--- src/ccr_pkg.sv ---
// constants and types shared by the configuration cycle router
package ccr_pkg;
    // I/O addresses of the two host-visible words
    localparam logic [15:0] CCR_SEL_ADDR   = 16'h0cf8;
    localparam logic [15:0] CCR_WIN_ADDR   = 16'h0cfc;
    // select latch layout
    localparam int          CCR_EN_BIT     = 31;
    localparam int          CCR_BUS_HI     = 23;
    localparam int          CCR_BUS_LO     = 16;
    localparam int          CCR_DEV_HI     = 15;
    localparam int          CCR_DEV_LO     = 11;
    localparam int          CCR_FN_HI      = 10;
    localparam int          CCR_FN_LO      = 8;
    localparam int          CCR_REG_HI     = 7;
    localparam int          CCR_REG_LO     = 2;
    localparam logic [31:0] CCR_SEL_RST    = 32'h0000_0000;
    localparam logic [31:0] CCR_SEL_WMASK  = 32'h80ff_fffc;
    // fixed internal device numbers on bus 0
    localparam logic [4:0]  CCR_DEV_HOST   = 5'h00;
    localparam logic [4:0]  CCR_DEV_WIDE0  = 5'h02;
    localparam int          CCR_N_WIDE     = 3;
    // answers and masks
    localparam logic [3:0]  CCR_BE_DWORD   = 4'hf;
    localparam logic [31:0] CCR_ALL_ONES   = 32'hffff_ffff;
    localparam logic [7:0]  CCR_BUS_ZERO   = 8'h00;
    // which link a forwarded cycle leaves on
    typedef enum logic [1:0] {
        CCR_LNK_PRI,
        CCR_LNK_B,
        CCR_LNK_C,
        CCR_LNK_D
    } ccr_link_e;
    // kind of forwarded cycle
    typedef enum logic [1:0] {
        CCR_CYC_IO,
        CCR_CYC_CFG0,
        CCR_CYC_CFG1
    } ccr_cyc_e;
endpackage

--- src/ccr_router.sv ---
// configuration cycle router: select latch, window decode and link routing
`timescale 1ns/1ps
module ccr_router
    import ccr_pkg::*;
(
    // clock and reset
    input  wire logic        i_ref_clk,
    input  wire logic        i_rst_n,
    // host I/O cycles
    input  wire logic        i_io_req,
    input  wire logic        i_io_wr,
    input  wire logic [15:0] i_io_addr,
    input  wire logic [3:0]  i_io_be,
    input  wire logic [31:0] i_io_wdata,
    output logic             o_io_ack,
    output logic             o_io_mabort,
    output logic [31:0]      o_io_rdata,
    // wide bridge state
    input  wire logic [2:0]  i_wide_en,
    input  wire logic [7:0]  i_sec_bus [CCR_N_WIDE],
    input  wire logic [7:0]  i_sub_bus [CCR_N_WIDE],
    // cycles forwarded on the hub links
    output logic             o_dn_req,
    output ccr_link_e        o_dn_link,
    output ccr_cyc_e         o_dn_kind,
    output logic             o_dn_wr,
    output logic [31:0]      o_dn_addr,
    output logic [3:0]       o_dn_be,
    output logic [31:0]      o_dn_wdata,
    input  wire logic        i_dn_ack,
    input  wire logic        i_dn_mabort,
    input  wire logic [31:0] i_dn_rdata,
    // accesses serviced by internal devices
    output logic             o_loc_req,
    output logic [1:0]       o_loc_dev,
    output logic [2:0]       o_loc_fn,
    output logic [5:0]       o_loc_reg,
    output logic             o_loc_wr,
    output logic [3:0]       o_loc_be,
    output logic [31:0]      o_loc_wdata,
    input  wire logic        i_loc_ack,
    input  wire logic [31:0] i_loc_rdata
);

    typedef enum logic [1:0] {ST_IDLE, ST_LOCAL, ST_DOWN} ccr_state_e;
    typedef enum logic [1:0] {ACT_SEL, ACT_LOC, ACT_ABORT, ACT_FWD} ccr_act_e;

    ccr_state_e  state_reg;
    logic [31:0] sel_reg;
    ccr_act_e    act_next;
    ccr_link_e   link_next;
    ccr_cyc_e    kind_next;
    logic [1:0]  locdev_next;
    logic [2:0]  wide_hit;
    logic        hit_sel;
    logic        hit_win;
    logic        dword;
    logic        start;
    logic [7:0]  bus;
    logic [4:0]  dev;
    logic [31:0] cfg_addr;

    // field views of the select latch
    assign bus      = sel_reg[CCR_BUS_HI:CCR_BUS_LO];
    assign dev      = sel_reg[CCR_DEV_HI:CCR_DEV_LO];
    assign cfg_addr = {8'h00, sel_reg[CCR_BUS_HI:CCR_REG_LO], 2'b00};
    assign hit_sel  = i_io_addr[15:2] == CCR_SEL_ADDR[15:2];
    assign hit_win  = i_io_addr[15:2] == CCR_WIN_ADDR[15:2];
    assign dword    = i_io_be == CCR_BE_DWORD;
    assign start    = (state_reg == ST_IDLE) && i_io_req;

    // bridge range compare, one per wide link
    genvar gi;
    generate
        for (gi = 0; gi < CCR_N_WIDE; gi++) begin : g_range
            assign wide_hit[gi] = i_wide_en[gi] && (bus != CCR_BUS_ZERO)
                                  && (bus > i_sec_bus[gi]) && (bus <= i_sub_bus[gi]);
        end
    endgenerate

    // decode of one host cycle; the lowest link wins if ranges overlap
    always_comb begin
        act_next    = ACT_FWD;
        link_next   = CCR_LNK_PRI;
        kind_next   = CCR_CYC_IO;
        locdev_next = 2'd0;
        if (hit_sel && dword) begin
            act_next = ACT_SEL;
        end else if (hit_win && sel_reg[CCR_EN_BIT]) begin
            kind_next = CCR_CYC_CFG1;
            if (bus == CCR_BUS_ZERO) begin
                kind_next = CCR_CYC_CFG0;
                if (dev == CCR_DEV_HOST) begin
                    act_next = ACT_LOC;
                end else if (dev >= CCR_DEV_WIDE0 && dev < CCR_DEV_WIDE0 + 5'(CCR_N_WIDE)) begin
                    locdev_next = 2'(dev - CCR_DEV_WIDE0 + 5'd1);
                    act_next    = i_wide_en[2'(dev - CCR_DEV_WIDE0)] ? ACT_LOC : ACT_ABORT;
                end
            end else if (wide_hit[0]) begin
                link_next = CCR_LNK_B;
            end else if (wide_hit[1]) begin
                link_next = CCR_LNK_C;
            end else if (wide_hit[2]) begin
                link_next = CCR_LNK_D;
            end
            // anything unclaimed stays on the primary link, as Type 1, or as Type 0 on bus 0
        end
        // partial latch access, disabled window and foreign I/O pass as I/O
    end

    // select latch; reserved bits are forced so a blind write is safe
    always_ff @(posedge i_ref_clk) begin
        if (!i_rst_n) begin
            sel_reg <= CCR_SEL_RST;
        end else if (start && act_next == ACT_SEL && i_io_wr) begin
            sel_reg <= i_io_wdata & CCR_SEL_WMASK;
        end
    end

    // sequencer: one host cycle in flight at a time
    always_ff @(posedge i_ref_clk) begin
        if (!i_rst_n) begin
            state_reg <= ST_IDLE;
        end else begin
            unique case (state_reg)
                ST_IDLE: begin
                    if (i_io_req && act_next == ACT_LOC) begin
                        state_reg <= ST_LOCAL;
                    end else if (i_io_req && act_next == ACT_FWD) begin
                        state_reg <= ST_DOWN;
                    end
                end
                ST_LOCAL: begin
                    if (i_loc_ack) begin
                        state_reg <= ST_IDLE;
                    end
                end
                ST_DOWN: begin
                    if (i_dn_ack) begin
                        state_reg <= ST_IDLE;
                    end
                end
            endcase
        end
    end

    // forwarded cycle, held until the link acknowledges
    always_ff @(posedge i_ref_clk) begin
        if (!i_rst_n) begin
            o_dn_req   <= 1'b0;
            o_dn_link  <= CCR_LNK_PRI;
            o_dn_kind  <= CCR_CYC_IO;
            o_dn_wr    <= 1'b0;
            o_dn_addr  <= 32'h0000_0000;
            o_dn_be    <= 4'h0;
            o_dn_wdata <= 32'h0000_0000;
        end else if (start && act_next == ACT_FWD) begin
            o_dn_req   <= 1'b1;
            o_dn_link  <= link_next;
            o_dn_kind  <= kind_next;
            o_dn_wr    <= i_io_wr;
            o_dn_addr  <= (kind_next == CCR_CYC_IO) ? {16'h0000, i_io_addr} : cfg_addr;
            o_dn_be    <= i_io_be;
            o_dn_wdata <= i_io_wdata;
        end else if (i_dn_ack) begin
            o_dn_req <= 1'b0;
        end
    end

    // internal device access, held until that device answers
    always_ff @(posedge i_ref_clk) begin
        if (!i_rst_n) begin
            o_loc_req   <= 1'b0;
            o_loc_dev   <= 2'd0;
            o_loc_fn    <= 3'd0;
            o_loc_reg   <= 6'd0;
            o_loc_wr    <= 1'b0;
            o_loc_be    <= 4'h0;
            o_loc_wdata <= 32'h0000_0000;
        end else if (start && act_next == ACT_LOC) begin
            o_loc_req   <= 1'b1;
            o_loc_dev   <= locdev_next;
            o_loc_fn    <= sel_reg[CCR_FN_HI:CCR_FN_LO];
            o_loc_reg   <= sel_reg[CCR_REG_HI:CCR_REG_LO];
            o_loc_wr    <= i_io_wr;
            o_loc_be    <= i_io_be;
            o_loc_wdata <= i_io_wdata;
        end else if (i_loc_ack) begin
            o_loc_req <= 1'b0;
        end
    end

    // answer to the host, a one-cycle pulse
    always_ff @(posedge i_ref_clk) begin
        if (!i_rst_n) begin
            o_io_ack    <= 1'b0;
            o_io_mabort <= 1'b0;
            o_io_rdata  <= 32'h0000_0000;
        end else begin
            o_io_ack    <= 1'b0;
            o_io_mabort <= 1'b0;
            if (start && act_next == ACT_SEL) begin
                o_io_ack   <= 1'b1;
                o_io_rdata <= sel_reg;
            end else if (start && act_next == ACT_ABORT) begin
                o_io_ack    <= 1'b1;
                o_io_mabort <= i_io_wr;
                o_io_rdata  <= CCR_ALL_ONES;
            end else if (state_reg == ST_LOCAL && i_loc_ack) begin
                o_io_ack   <= 1'b1;
                o_io_rdata <= i_loc_rdata;
            end else if (state_reg == ST_DOWN && i_dn_ack) begin
                o_io_ack    <= 1'b1;
                o_io_mabort <= i_dn_mabort;
                o_io_rdata  <= i_dn_rdata;
            end
        end
    end
endmodule

--- config.mk ---
export PLATFORM = sky130hd
export DESIGN_NAME = ccr_router
export DESIGN_NICKNAME = d
export VERILOG_FILES = /design/src/ccr_pkg.sv /design/src/ccr_router.sv
export SDC_FILE = /design/constraint.sdc
export NUM_CORES = 1
export LEC_CHECK = 0
export BUFFER_PORTS_ARGS = -buffer_cell sky130_fd_sc_hd__buf_2
export CAP_MARGIN = 20
export CELL_PAD_IN_SITES_DETAIL_PLACEMENT = 0
export CELL_PAD_IN_SITES_GLOBAL_PLACEMENT = 1
export CORE_MARGIN = 1.5
export CORE_UTILIZATION = 35
export CTS_CLUSTER_DIAMETER = 100
export CTS_CLUSTER_SIZE = 12
export DETAILED_ROUTE_END_ITERATION = 8
export PLACE_DENSITY = 0.84
export SYNTH_ARGS = -nofsm -noshare
export SYNTH_HDL_FRONTEND = slang
export SYNTH_SLANG_ARGS = --single-unit
--- constraint.sdc ---
create_clock -name i_ref_clk -period 2.9 [get_ports i_ref_clk]
set_input_delay 0.145 -clock i_ref_clk [delete_from_list [all_inputs] [get_ports i_ref_clk]]
set_output_delay 0.145 -clock i_ref_clk [all_outputs]
set_load 0.05 [all_outputs]
# Word level (Yosys, flattened, before mapping)
# Cells that the tools add are included.
word_totals:
  input_bits: 174
  output_inout_bits: 157
  reg_bits: 182
  elab_cells: 118
op_classes:
  mux: 43
  magnitude_cmp: 9
  n_eq_ne: 11
  n_bitwise: 1
  add_sub_neg: 2
  reduce_logical: 33
op_table:
  columns: ["op", "count"]
  rows:
  - ["32-bit 2-to-1 mux", 4]
  - ["2-bit 2-to-1 mux", 24]
  - ["14-bit by 10-bit == test with 1-bit output, second input constant", 2]
  - ["8-bit greater-than comparator", 3]
  - ["8-bit less-or-equal comparator", 3]
  - ["24-bit 2-to-1 mux", 1]
  - ["1-bit logical AND", 22]
  - ["1-bit 2-to-1 mux", 12]
  - ["8-bit logical NOT", 1]
  - ["8-bit nonzero test", 1]
  - ["2-bit == test, second input constant", 3]
  - ["2-bit logical NOT", 3]
  - ["2-bit one-hot mux with 3 select lines", 1]
  - ["5-bit by 2-bit greater-or-equal comparator with 1-bit output, second input constant", 1]
  - ["5-bit logical NOT", 1]
  - ["5-bit by 3-bit less-than comparator with 1-bit output, second input constant", 1]
  - ["2-bit by 1-bit == test with 1-bit output, second input constant", 2]
  - ["4-bit == test, second input constant", 1]
  - ["2-bit != test, second input constant", 2]
  - ["2-bit nonzero test", 2]
  - ["4-bit nonzero test", 1]
  - ["2-bit by 3-bit less-than comparator with 1-bit output, second input constant", 1]
  - ["3-bit by 1-bit != test with 1-bit output, second input constant", 1]
  - ["3-bit AND reduction", 1]
  - ["5 further kinds", 5]

# Depth between registers and ports, before layout
# Gate-level depths: netlist of run 1.
depth:
  ltp_word: 14
  depth_mapped: 11

# Worst setup path after synthesis of run 1
# Ideal clock, no wire load.
synth_path:
  kind: "reg-to-reg"
  start: "register sel_reg[20]"
  end: "register o_dn_be[0]"
  period_less_slack_ns: 2.240
  arrival_ns: 2.108
  setup_slack_ns: 0.660
  setup_time_ns: 0.132
  stages_incl_launch_ff: 9
  path_cell_list: "dfxtp_1 > or4_1 > or2_1 > nor3_4 > a21oi_1 > buf_2 > buf_2 > nand2_1 > a21oi_1"
synth_via:
  elab_chain_len: 6
synth_rtl:
  columns: ["item", "line_no", "text"]
  rows:
  - ["start: declaration", "ccr_router.sv:49", "logic [31:0] sel_reg;"]
  - ["start signal: assignment", "ccr_router.sv:116", "sel_reg <= i_io_wdata & CCR_SEL_WMASK;"]
  - ["8-bit logical NOT", "ccr_router.sv:91", "if (bus == CCR_BUS_ZERO) begin"]
  - ["2-bit 2-to-1 mux", "ccr_router.sv:91", null]
  - ["2-bit 2-to-1 mux", "ccr_router.sv:89", "end else if (hit_win && sel_reg[CCR_EN_BIT]) begin"]
  - ["2-bit 2-to-1 mux", "ccr_router.sv:87", "if (hit_sel && dword) begin"]
  - ["2-bit == test", "ccr_router.sv:157", "end else if (start && act_next == ACT_FWD) begin"]
  - ["1-bit logical AND", "ccr_router.sv:157", null]
  - ["end signal: assignment", "ccr_router.sv:163", "o_dn_be <= i_io_be;"]
  - ["end: declaration", "ccr_router.sv:28", "output logic [3:0] o_dn_be,"]
# No other way between the ends.
# A chain may end at the register's enable or synchronous reset.

# Worst setup path after layout of run 1
layout_path:
  start: "register sel_reg[20]"
  end: "register o_dn_addr[8]"
layout_via:
  elab_chain_len: 6
  word_cells_on_any_way: 11
  cone_classes: "eq/ne: 1; mux: 7; reduce/logical: 3"
layout_rtl:
  columns: ["item", "line_no", "text"]
  rows:
  - ["8-bit logical NOT *", "ccr_router.sv:91", null]
  - ["2-bit 2-to-1 mux", "ccr_router.sv:91", null]
  - ["2-bit 2-to-1 mux", "ccr_router.sv:89", null]
  - ["2-bit 2-to-1 mux", "ccr_router.sv:87", null]
  - ["2-bit logical NOT or 2-bit == test (tied branches)", "ccr_router.sv:162, ccr_router.sv:157", null]
  - ["24-bit 2-to-1 mux or 1-bit logical AND (tied branches)", "ccr_router.sv:162, ccr_router.sv:157", null]
  - ["end signal: assignment", "ccr_router.sv:162", "o_dn_addr <= (kind_next == CCR_CYC_IO) ? {16'h0000, i_io_addr} : cfg_addr;"]
  - ["end: declaration", "ccr_router.sv:27", "output logic [31:0] o_dn_addr,"]
# Mark *: on every way between the ends. The rest lies on a longest branch, timed or not.

==> impl_metrics.env, run 1 <==
export IMPL_status="finished, final reports clean"
export IMPL_areaGrowthSynthToFinish_pct=35.4
export IMPL_final_hold_violation_count=0
export IMPL_drt_initial_drc_count=401
export IMPL_synthCells=1018
export IMPL_cts_buffer_depth=2
export IMPL_track_usage_pct=22.6
export IMPL_port_buffer_count=322
export IMPL_post_cts_buffers=0
export IMPL_dp_cells=1618
export IMPL_dpl_hpwl_mm=21.0
export IMPL_cts_made_buffers=17
export IMPL_crit_required_ns=3.24
export IMPL_rsz0062_at_grt="no"
export IMPL_cts_tree="yes"
export IMPL_antennaDiodeCount=0
export IMPL_wl_per_cell_um=16.9
export IMPL_powerDensity_mw_per_mm2=520
export IMPL_drc_errors=0
export IMPL_avgSynthCellArea_um2=8.15
export IMPL_num_vias=8464
export IMPL_worstMarginPinSlew_ns=0.765
export IMPL_reg2reg_setup_slack_ns=0.46
export IMPL_maxCapViolCount=0
export IMPL_clkTransAtPathRegs_ns=0.07
export IMPL_synth_distinct_cells=56
export IMPL_pin_count=331
export IMPL_drive_above_1_share_pct=29.2
export IMPL_htree_levels=4
export IMPL_globalplace_congestion=0.851
export IMPL_multiInputGateArea_mm2=0.00427
export IMPL_grt_overflow_total=0
export IMPL_fin_skew_ns=0.0150
export IMPL_min_period_over_period_pct=84.1
export IMPL_fp_dieH_um=157
export IMPL_seqCellArea_mm2=0.00348
export IMPL_fillers=2335
export IMPL_synth_edff_count=0
export IMPL_tns_ns=0
export IMPL_synth_flop_cell="dfxtp_1"
export IMPL_row_count=56
export IMPL_cp_arrival_ns=2.78
export IMPL_grt_pass1_wl_mm=42.8
export IMPL_antenna_found_initial=0
export IMPL_initial_core_util_pct=35.6
export IMPL_ant_nets=0
export IMPL_worst_path_max_fanout=28
export IMPL_cts_root_buf="clkbuf_16"
export IMPL_ys_seq_elements=174
export IMPL_clock_latency_ns=0.43
export IMPL_fmax_mhz=410
export IMPL_finalSetupViolCount=0
export IMPL_wirelength_mm=28.6
export IMPL_grt_max_degree=70
export IMPL_ys_warn_count=0
export IMPL_cellLeakagePower_nw=5.38
export IMPL_fin_cells=1694
export IMPL_dr_pass1_iters=6
export IMPL_layout_min_cycle_time_ns=2.44
export IMPL_synth_seq_area_share_pct=42.0
export IMPL_finalPower_mw=5.84
export IMPL_core_area_mm2=0.0233
export IMPL_fp_dieArea_mm2=0.0246
export IMPL_netlist_area_mm2=0.00830
export IMPL_slew_limit_headroom_pct=49.0
export IMPL_vias_per_cell=5.00
export IMPL_grt_pass1_vias=7895
export IMPL_finalNetCount=1589
export IMPL_start_kind="flop"
export IMPL_ir_worst_vdd_mv=0.363
export IMPL_slew_viol_final=0
export IMPL_cts_sinks=174
export IMPL_critPathCaptureType="flop"
export IMPL_reg_largest_list="o_dn_wdata (32), o_io_rdata (32), o_loc_wdata (32)"
export IMPL_die_x_um=157
export IMPL_path_class="flop to flop"
export IMPL_synth_async_sr_flop_share_pct=0
export IMPL_hp_class="primary input to flop"
==> per-layer routing <==
metal / up-vias / wire, um / GRT usage (%)
met5: - / 0 / 0
met1: 3943 / 12800 / 29.0
met3: 44 / 1850 / 4.85
met4: 0 / 650 / 7.85
li1: 4202 / - / -
met2: 275 / 13300 / 37.4
==> repair_timing <==
item	4_1_cts	5_1_grt
hold endpoints to repair	78	0
gates resized for setup	0	0
hold buffers	44	0
endpoints found under the setup margin	0	0
==> critical path: stages, from the launching register on <==
cell and delay, ns:
dfxtp_1 0.31, or4_1 0.55, or2_1 0.32, nor3_4 0.37, a21o_4 0.31, buf_12 0.21
a211oi_1 0.07, nor3_1 0.18
==> cells by family after synthesis <==
group | Yosys count | share of synthesized area (%)
AOI/OAI and AO/OA | 249 | 18.6
and+or+nand+nor | 372 | 19.3
buffers and inverters | 129 | 7.16
muxes | 40 | 4.93
adders and majority gates | 53 | 7.99
DFF | 174 | 42.0
other | 1 | 0.0452
==> where the power goes <==
group | total, mW | leakage, nW | switching, mW | internal (mW)
registers | 2.52 | 1.41 | 0.0444 | 2.48
clock network | 2.30 | 0.282 | 1.08 | 1.22
logic | 1.02 | 3.68 | 0.700 | 0.325
==> metrics by stage <==
stage | hold slack [ns] | worst slack [ns] | util [%] | instance area (um2)
after floorplan | 0.281 | 0.660 | - | 8320
after global placement | 0.402 | 0.520 | 43.8 | 10200
after detailed placement | 0.405 | 0.458 | 43.8 | 10200
after CTS | 0.000682 | 0.436 | 48.1 | 11200
after global routing | 0.0215 | 0.277 | 48.1 | 11200
final | 0.0137 | 0.461 | 48.1 | 11200
==> final timing paths <==
check	depth (start not counted)	start	endpoint
max	7	sel_reg[20]	o_dn_addr[8]
min reg2reg	2	o_loc_reg[4]	o_loc_reg[4]
max reg2reg	7	sel_reg[20]	o_dn_addr[8]
min	3	i_io_wdata[10]	o_dn_wdata[10]
==> synth_stat cells (2+ instances only) <==
master	n	share of area (%)
nand4b_1	3	0.32
buf_6	4	0.54
o221ai_1	2	0.21
ha_1	53	8.0
nand4_1	16	1.2
dfxtp_1	174	42
buf_4	16	1.4
nor2_1	48	2.2
a211oi_1	8	0.72
inv_1	53	2.4
a22o_1	2	0.21
buf_2	16	0.97
a31oi_1	5	0.38
or2_2	2	0.15
or4_1	2	0.18
or3_1	3	0.23
nand2_1	242	11
o21ai_0	24	1.4
a221oi_1	25	2.6
o22ai_1	25	1.9
nor3_1	8	0.48
clkbuf_1	40	1.8
mux2_2	7	0.95
o211ai_1	4	0.36
a311oi_1	7	0.74
and3_1	2	0.15
nand3_1	28	1.7
a21oi_1	120	7.2
and4_1	2	0.21
nor2b_1	6	0.45
o21a_1	2	0.18
and2_1	2	0.15
mux2i_1	33	4.0
a21o_1	5	0.45
o21bai_1	8	0.72
==> area by class of cell <==
class / instances / share of cell area [%]
clock inverters: 14 / 1.35
flip-flops and latches: 174 / 31.0
inverters: 53 / 1.79
multi-input cells: 722 / 38.0
clock buffers: 18 / 3.82
repair buffers: 394 / 20.5
well taps: 319 / 3.55
==> layout by cell type, fill, tap and decap left out, types with 27 or more instances in the layout <==
cell           netlist  routed
buf_2               16     322
nand2_1            242     242
dfxtp_1            174     174
a21oi_1            120     119
ha_1                53      53
inv_1               53      52
nor2_1              48      46
dlygate4sd3_1        0      44
mux2i_1             33      33
nand3_1             28      27
Power figures use the tool's default switching activity.
==> inputs of run 2 (changes only) <==
--- a/config.mk
+++ b/config.mk
@@ -5,16 +5,17 @@
 export SDC_FILE = /design/constraint.sdc
 export NUM_CORES = 1
 export LEC_CHECK = 0
+export ABC_AREA = 1
 export BUFFER_PORTS_ARGS = -buffer_cell sky130_fd_sc_hd__buf_2
 export CAP_MARGIN = 20
 export CELL_PAD_IN_SITES_DETAIL_PLACEMENT = 0
 export CELL_PAD_IN_SITES_GLOBAL_PLACEMENT = 1
 export CORE_MARGIN = 1.5
-export CORE_UTILIZATION = 35
+export CORE_UTILIZATION = 31
 export CTS_CLUSTER_DIAMETER = 100
 export CTS_CLUSTER_SIZE = 12
 export DETAILED_ROUTE_END_ITERATION = 8
-export PLACE_DENSITY = 0.84
+export PLACE_DENSITY = 0.81
 export SYNTH_ARGS = -nofsm -noshare
 export SYNTH_HDL_FRONTEND = slang
 export SYNTH_SLANG_ARGS = --single-unit
==> constraint.sdc (replaced) <==
create_clock -name i_ref_clk -period 1.95 [get_ports i_ref_clk]
set_input_delay 0.0975 -clock i_ref_clk [delete_from_list [all_inputs] [get_ports i_ref_clk]]
set_output_delay 0.0975 -clock i_ref_clk [all_outputs]
set_load 0.05 [all_outputs]
==> impl_metrics.env, run 2 <==
export IMPL_num_vias=9733
export IMPL_initial_core_util_pct=31.5
export IMPL_synth_top_cells_by_area="dfxtp_1 40%, nand2_1 15%, nand3_1 7.9%"
export IMPL_crit_required_ns=2.31
export IMPL_maxCapViolCount=0
export IMPL_cts_buffer_depth=2
export IMPL_clock_latency_ns=0.44
export IMPL_die_x_um=171
export IMPL_synth_most_common_cell="nand2_1"
export IMPL_place_area_mm2=0.0109
export IMPL_wirelength_mm=32.8
export IMPL_vias_per_cell=4.74
export IMPL_antenna_found_initial=2
export IMPL_synth_async_sr_flop_share_pct=0
export IMPL_drive_above_1_share_pct=27.6
export IMPL_pin_count=331
export IMPL_synth_top_area_share_pct=39.8
export IMPL_ys_seq_elements=174
export IMPL_tns_ns=0
export IMPL_globalplace_congestion=0.839
export IMPL_layout_min_cycle_time_ns=1.91
export IMPL_min_period_over_period_pct=97.7
export IMPL_hold_depth=5
export IMPL_fillers=2966
export IMPL_min_to="o_io_rdata[8]"
export IMPL_start_kind="flop"
export IMPL_ant_nets=0
export IMPL_multiInputGateArea_mm2=0.00462
export IMPL_final_area_mm2=0.0125
export IMPL_slew_viol_final=0
export IMPL_cp_arrival_ns=2.27
export IMPL_finalSetupViolCount=0
export IMPL_crit_path_max_incr_delay_ns=0.34
export IMPL_drc_errors=0
export IMPL_status="finished, final reports clean"
export IMPL_grt_overflow_total=0
export IMPL_synth_common_cells="345 x nand2_1, 174 x dfxtp_1, 154 x nor2_1"
export IMPL_fp_dieArea_mm2=0.0292
export IMPL_avgSynthCellArea_um2=6.84
export IMPL_grt_pass1_vias=9093
export IMPL_reg2reg_setup_slack_ns=0.04
export IMPL_fmax_mhz=525
export IMPL_dpl_hpwl_mm=23.2
export IMPL_path_class="flop to flop"
export IMPL_port_buffer_count=322
export IMPL_cts_root_buf="clkbuf_16"
export IMPL_synth_top_area_cell="dfxtp_1"
export IMPL_finalNetCount=1887
export IMPL_worstHoldStart="i_loc_rdata[8]"
export IMPL_grt_max_degree=85
export IMPL_htree_levels=4
export IMPL_hp_class="primary input to flop"
export IMPL_most_common_layout_cells="335 x nand2_1, 322 x buf_2, 170 x dfxtp_1, 146 x nor2_1, 137 x nand3_1"
export IMPL_worst_path_max_fanout=12
export IMPL_cp_cell_sequence="inv_4 > buf_12 > ha_4 > nand3_4 > nand2_2 > nand2_4 > nor3b_4 > buf_6 > buf_8 > nand3_1 > a21oi_1"
export IMPL_cts_tree="yes"
export IMPL_cpMaxStageDelayCell="dfxtp_2"
export IMPL_track_usage_pct=21.3
export IMPL_core_area_mm2=0.0278
export IMPL_clkTransAtPathRegs_ns=0.07
export IMPL_worst_path_dominant_cell_family="simple AND/OR/NAND/NOR gates"
export IMPL_powerDensity_mw_per_mm2=998
export IMPL_path_buf_inv=4
export IMPL_critPathCaptureType="flop"
export IMPL_synth_seq_area_share_pct=39.8
export IMPL_wl_per_cell_um=16.0
export IMPL_synth_flop_cell="dfxtp_1"
export IMPL_cts_sinks=174
export IMPL_dp_slack_ns=-0.0623
export IMPL_r2r_start="sel_reg[11]"
export IMPL_synthCells=1279
export IMPL_cts_made_buffers=17
export IMPL_rsz0062_at_grt="yes"
export IMPL_final_common_cell="nand2_1"
export IMPL_dr_pass1_iters=5
export IMPL_fp_dieH_um=171
export IMPL_ir_worst_vdd_mv=0.517
export IMPL_worst_slack_ns=0.0446
export IMPL_final_hold_violation_count=0
export IMPL_cellLeakagePower_nw=6.16
export IMPL_r2r_end="o_loc_wdata[8]"
export IMPL_synth_edff_count=0
export IMPL_grt_pass1_wl_mm=48.2
export IMPL_seqCellArea_mm2=0.00349
export IMPL_reg_largest_list="o_dn_wdata (32), o_io_rdata (32), o_loc_wdata (32)"
export IMPL_fin_skew_ns=0.0147
export IMPL_ys_warn_count=0
export IMPL_netlist_area_mm2=0.00875
export IMPL_drt_initial_drc_count=497
export IMPL_r2r_cells=11
export IMPL_row_count=61
export IMPL_synth_distinct_cells=32
export IMPL_areaGrowthSynthToFinish_pct=42.6
## run 2: cell count changes after synthesis, moves of 8 or more
cell,before,now
nor2_1,48,154
mux2i_1,33,0
nand4_1,16,6
inv_1,53,104
a221oi_1,25,0
o22ai_1,25,0
nand3_1,28,139
o21ai_0,24,66
a21oi_1,120,109
a211oi_1,8,0
nand2_1,242,345
## run 2: cell type report
cell class                      instances  area share (%)
Antenna cell                            1          0.0201
Clock buffer                           17            3.41
Clock inverter                         15            1.39
Inverter                              112            3.52
Multi-Input combinational cell        924            37.0
Sequential cell                       174            28.0
Tap cell                              378            3.79
Timing Repair Buffer                  431            22.9
## run 2: per-stage QoR
stage | power, mW | hold slack [ns] | utilization (%) | std cells
finish | 12.5 | 0.0103 | 44.9 | 2052
detailed placement | 8.61 | 0.371 | 39.4 | 1954
floorplan | 7.37 | 0.241 | - | 1286
global placement | 8.58 | 0.365 | 39.4 | 1954
global route | 13.1 | 0.0318 | 44.9 | 2051
CTS | 12.3 | 0.000951 | 43.4 | 2035
## run 2: worst max-delay path by stage
stage	startpoint	endpoint	slack (ns)	cells after the start
after CTS	sel_reg[11]	o_dn_wdata[26]	-0.02	14
after floorplan	sel_reg[11]	o_dn_addr[12]	0.09	14
after global placement	sel_reg[11]	o_dn_wdata[21]	-0.02	13
final	sel_reg[11]	o_loc_wdata[8]	0.04	11
after detailed placement	sel_reg[11]	o_dn_wdata[13]	-0.06	13
after global routing	sel_reg[12]	o_loc_dev[0]	-0.02	11
## run 2: per-layer routing
layer / vias up / wire length (um) / track usage [%]
met5: - / 13 / 0
met4: 2 / 577 / 5.99
met3: 37 / 2640 / 5.48
met2: 359 / 15100 / 35.7
met1: 4466 / 14500 / 26.8
li1: 4869 / - / -
## run 2: kinds of logic after synthesis
logic type / Yosys count / synth area share [%]
other: 1 / 0.0429
buffers and inverters: 188 / 9.19
flip-flops: 174 / 39.8
AND/OR/NAND/NOR: 664 / 31.4
adder cells (fa/ha/maj): 53 / 7.58
AO/OA/AOI/OAI: 199 / 12.0
## run 2: what timing repair did
item                                    4_1_cts  5_1_grt
endpoints found under the hold margin       101        0
setup buffers                                 0        8
cloned                                        1        8
endpoints found under the setup margin       60      147
hold buffers                                 48        0
pin swaps                                     2       12
resized for setup                             6       60
## run 2: worst reg2reg max path, delay by kind of cell, from the launching register on
family,cells,cell delay [ns]
fa+ha+maj,1,0.14
flops,1,0.34
compound gates,1,0.16
buf+inv,4,0.54
simple gates,5,0.66
## run 2: report_power, final
group | internal (mW) | switching (mW) | total, mW | leakage, nW
sequential | 4.03 | 0.233 | 4.26 | 1.42
combinational | 1.35 | 3.34 | 4.69 | 4.46
clock | 1.83 | 1.67 | 3.49 | 0.275
total | 7.21 | 5.24 | 12.5 | 6.16
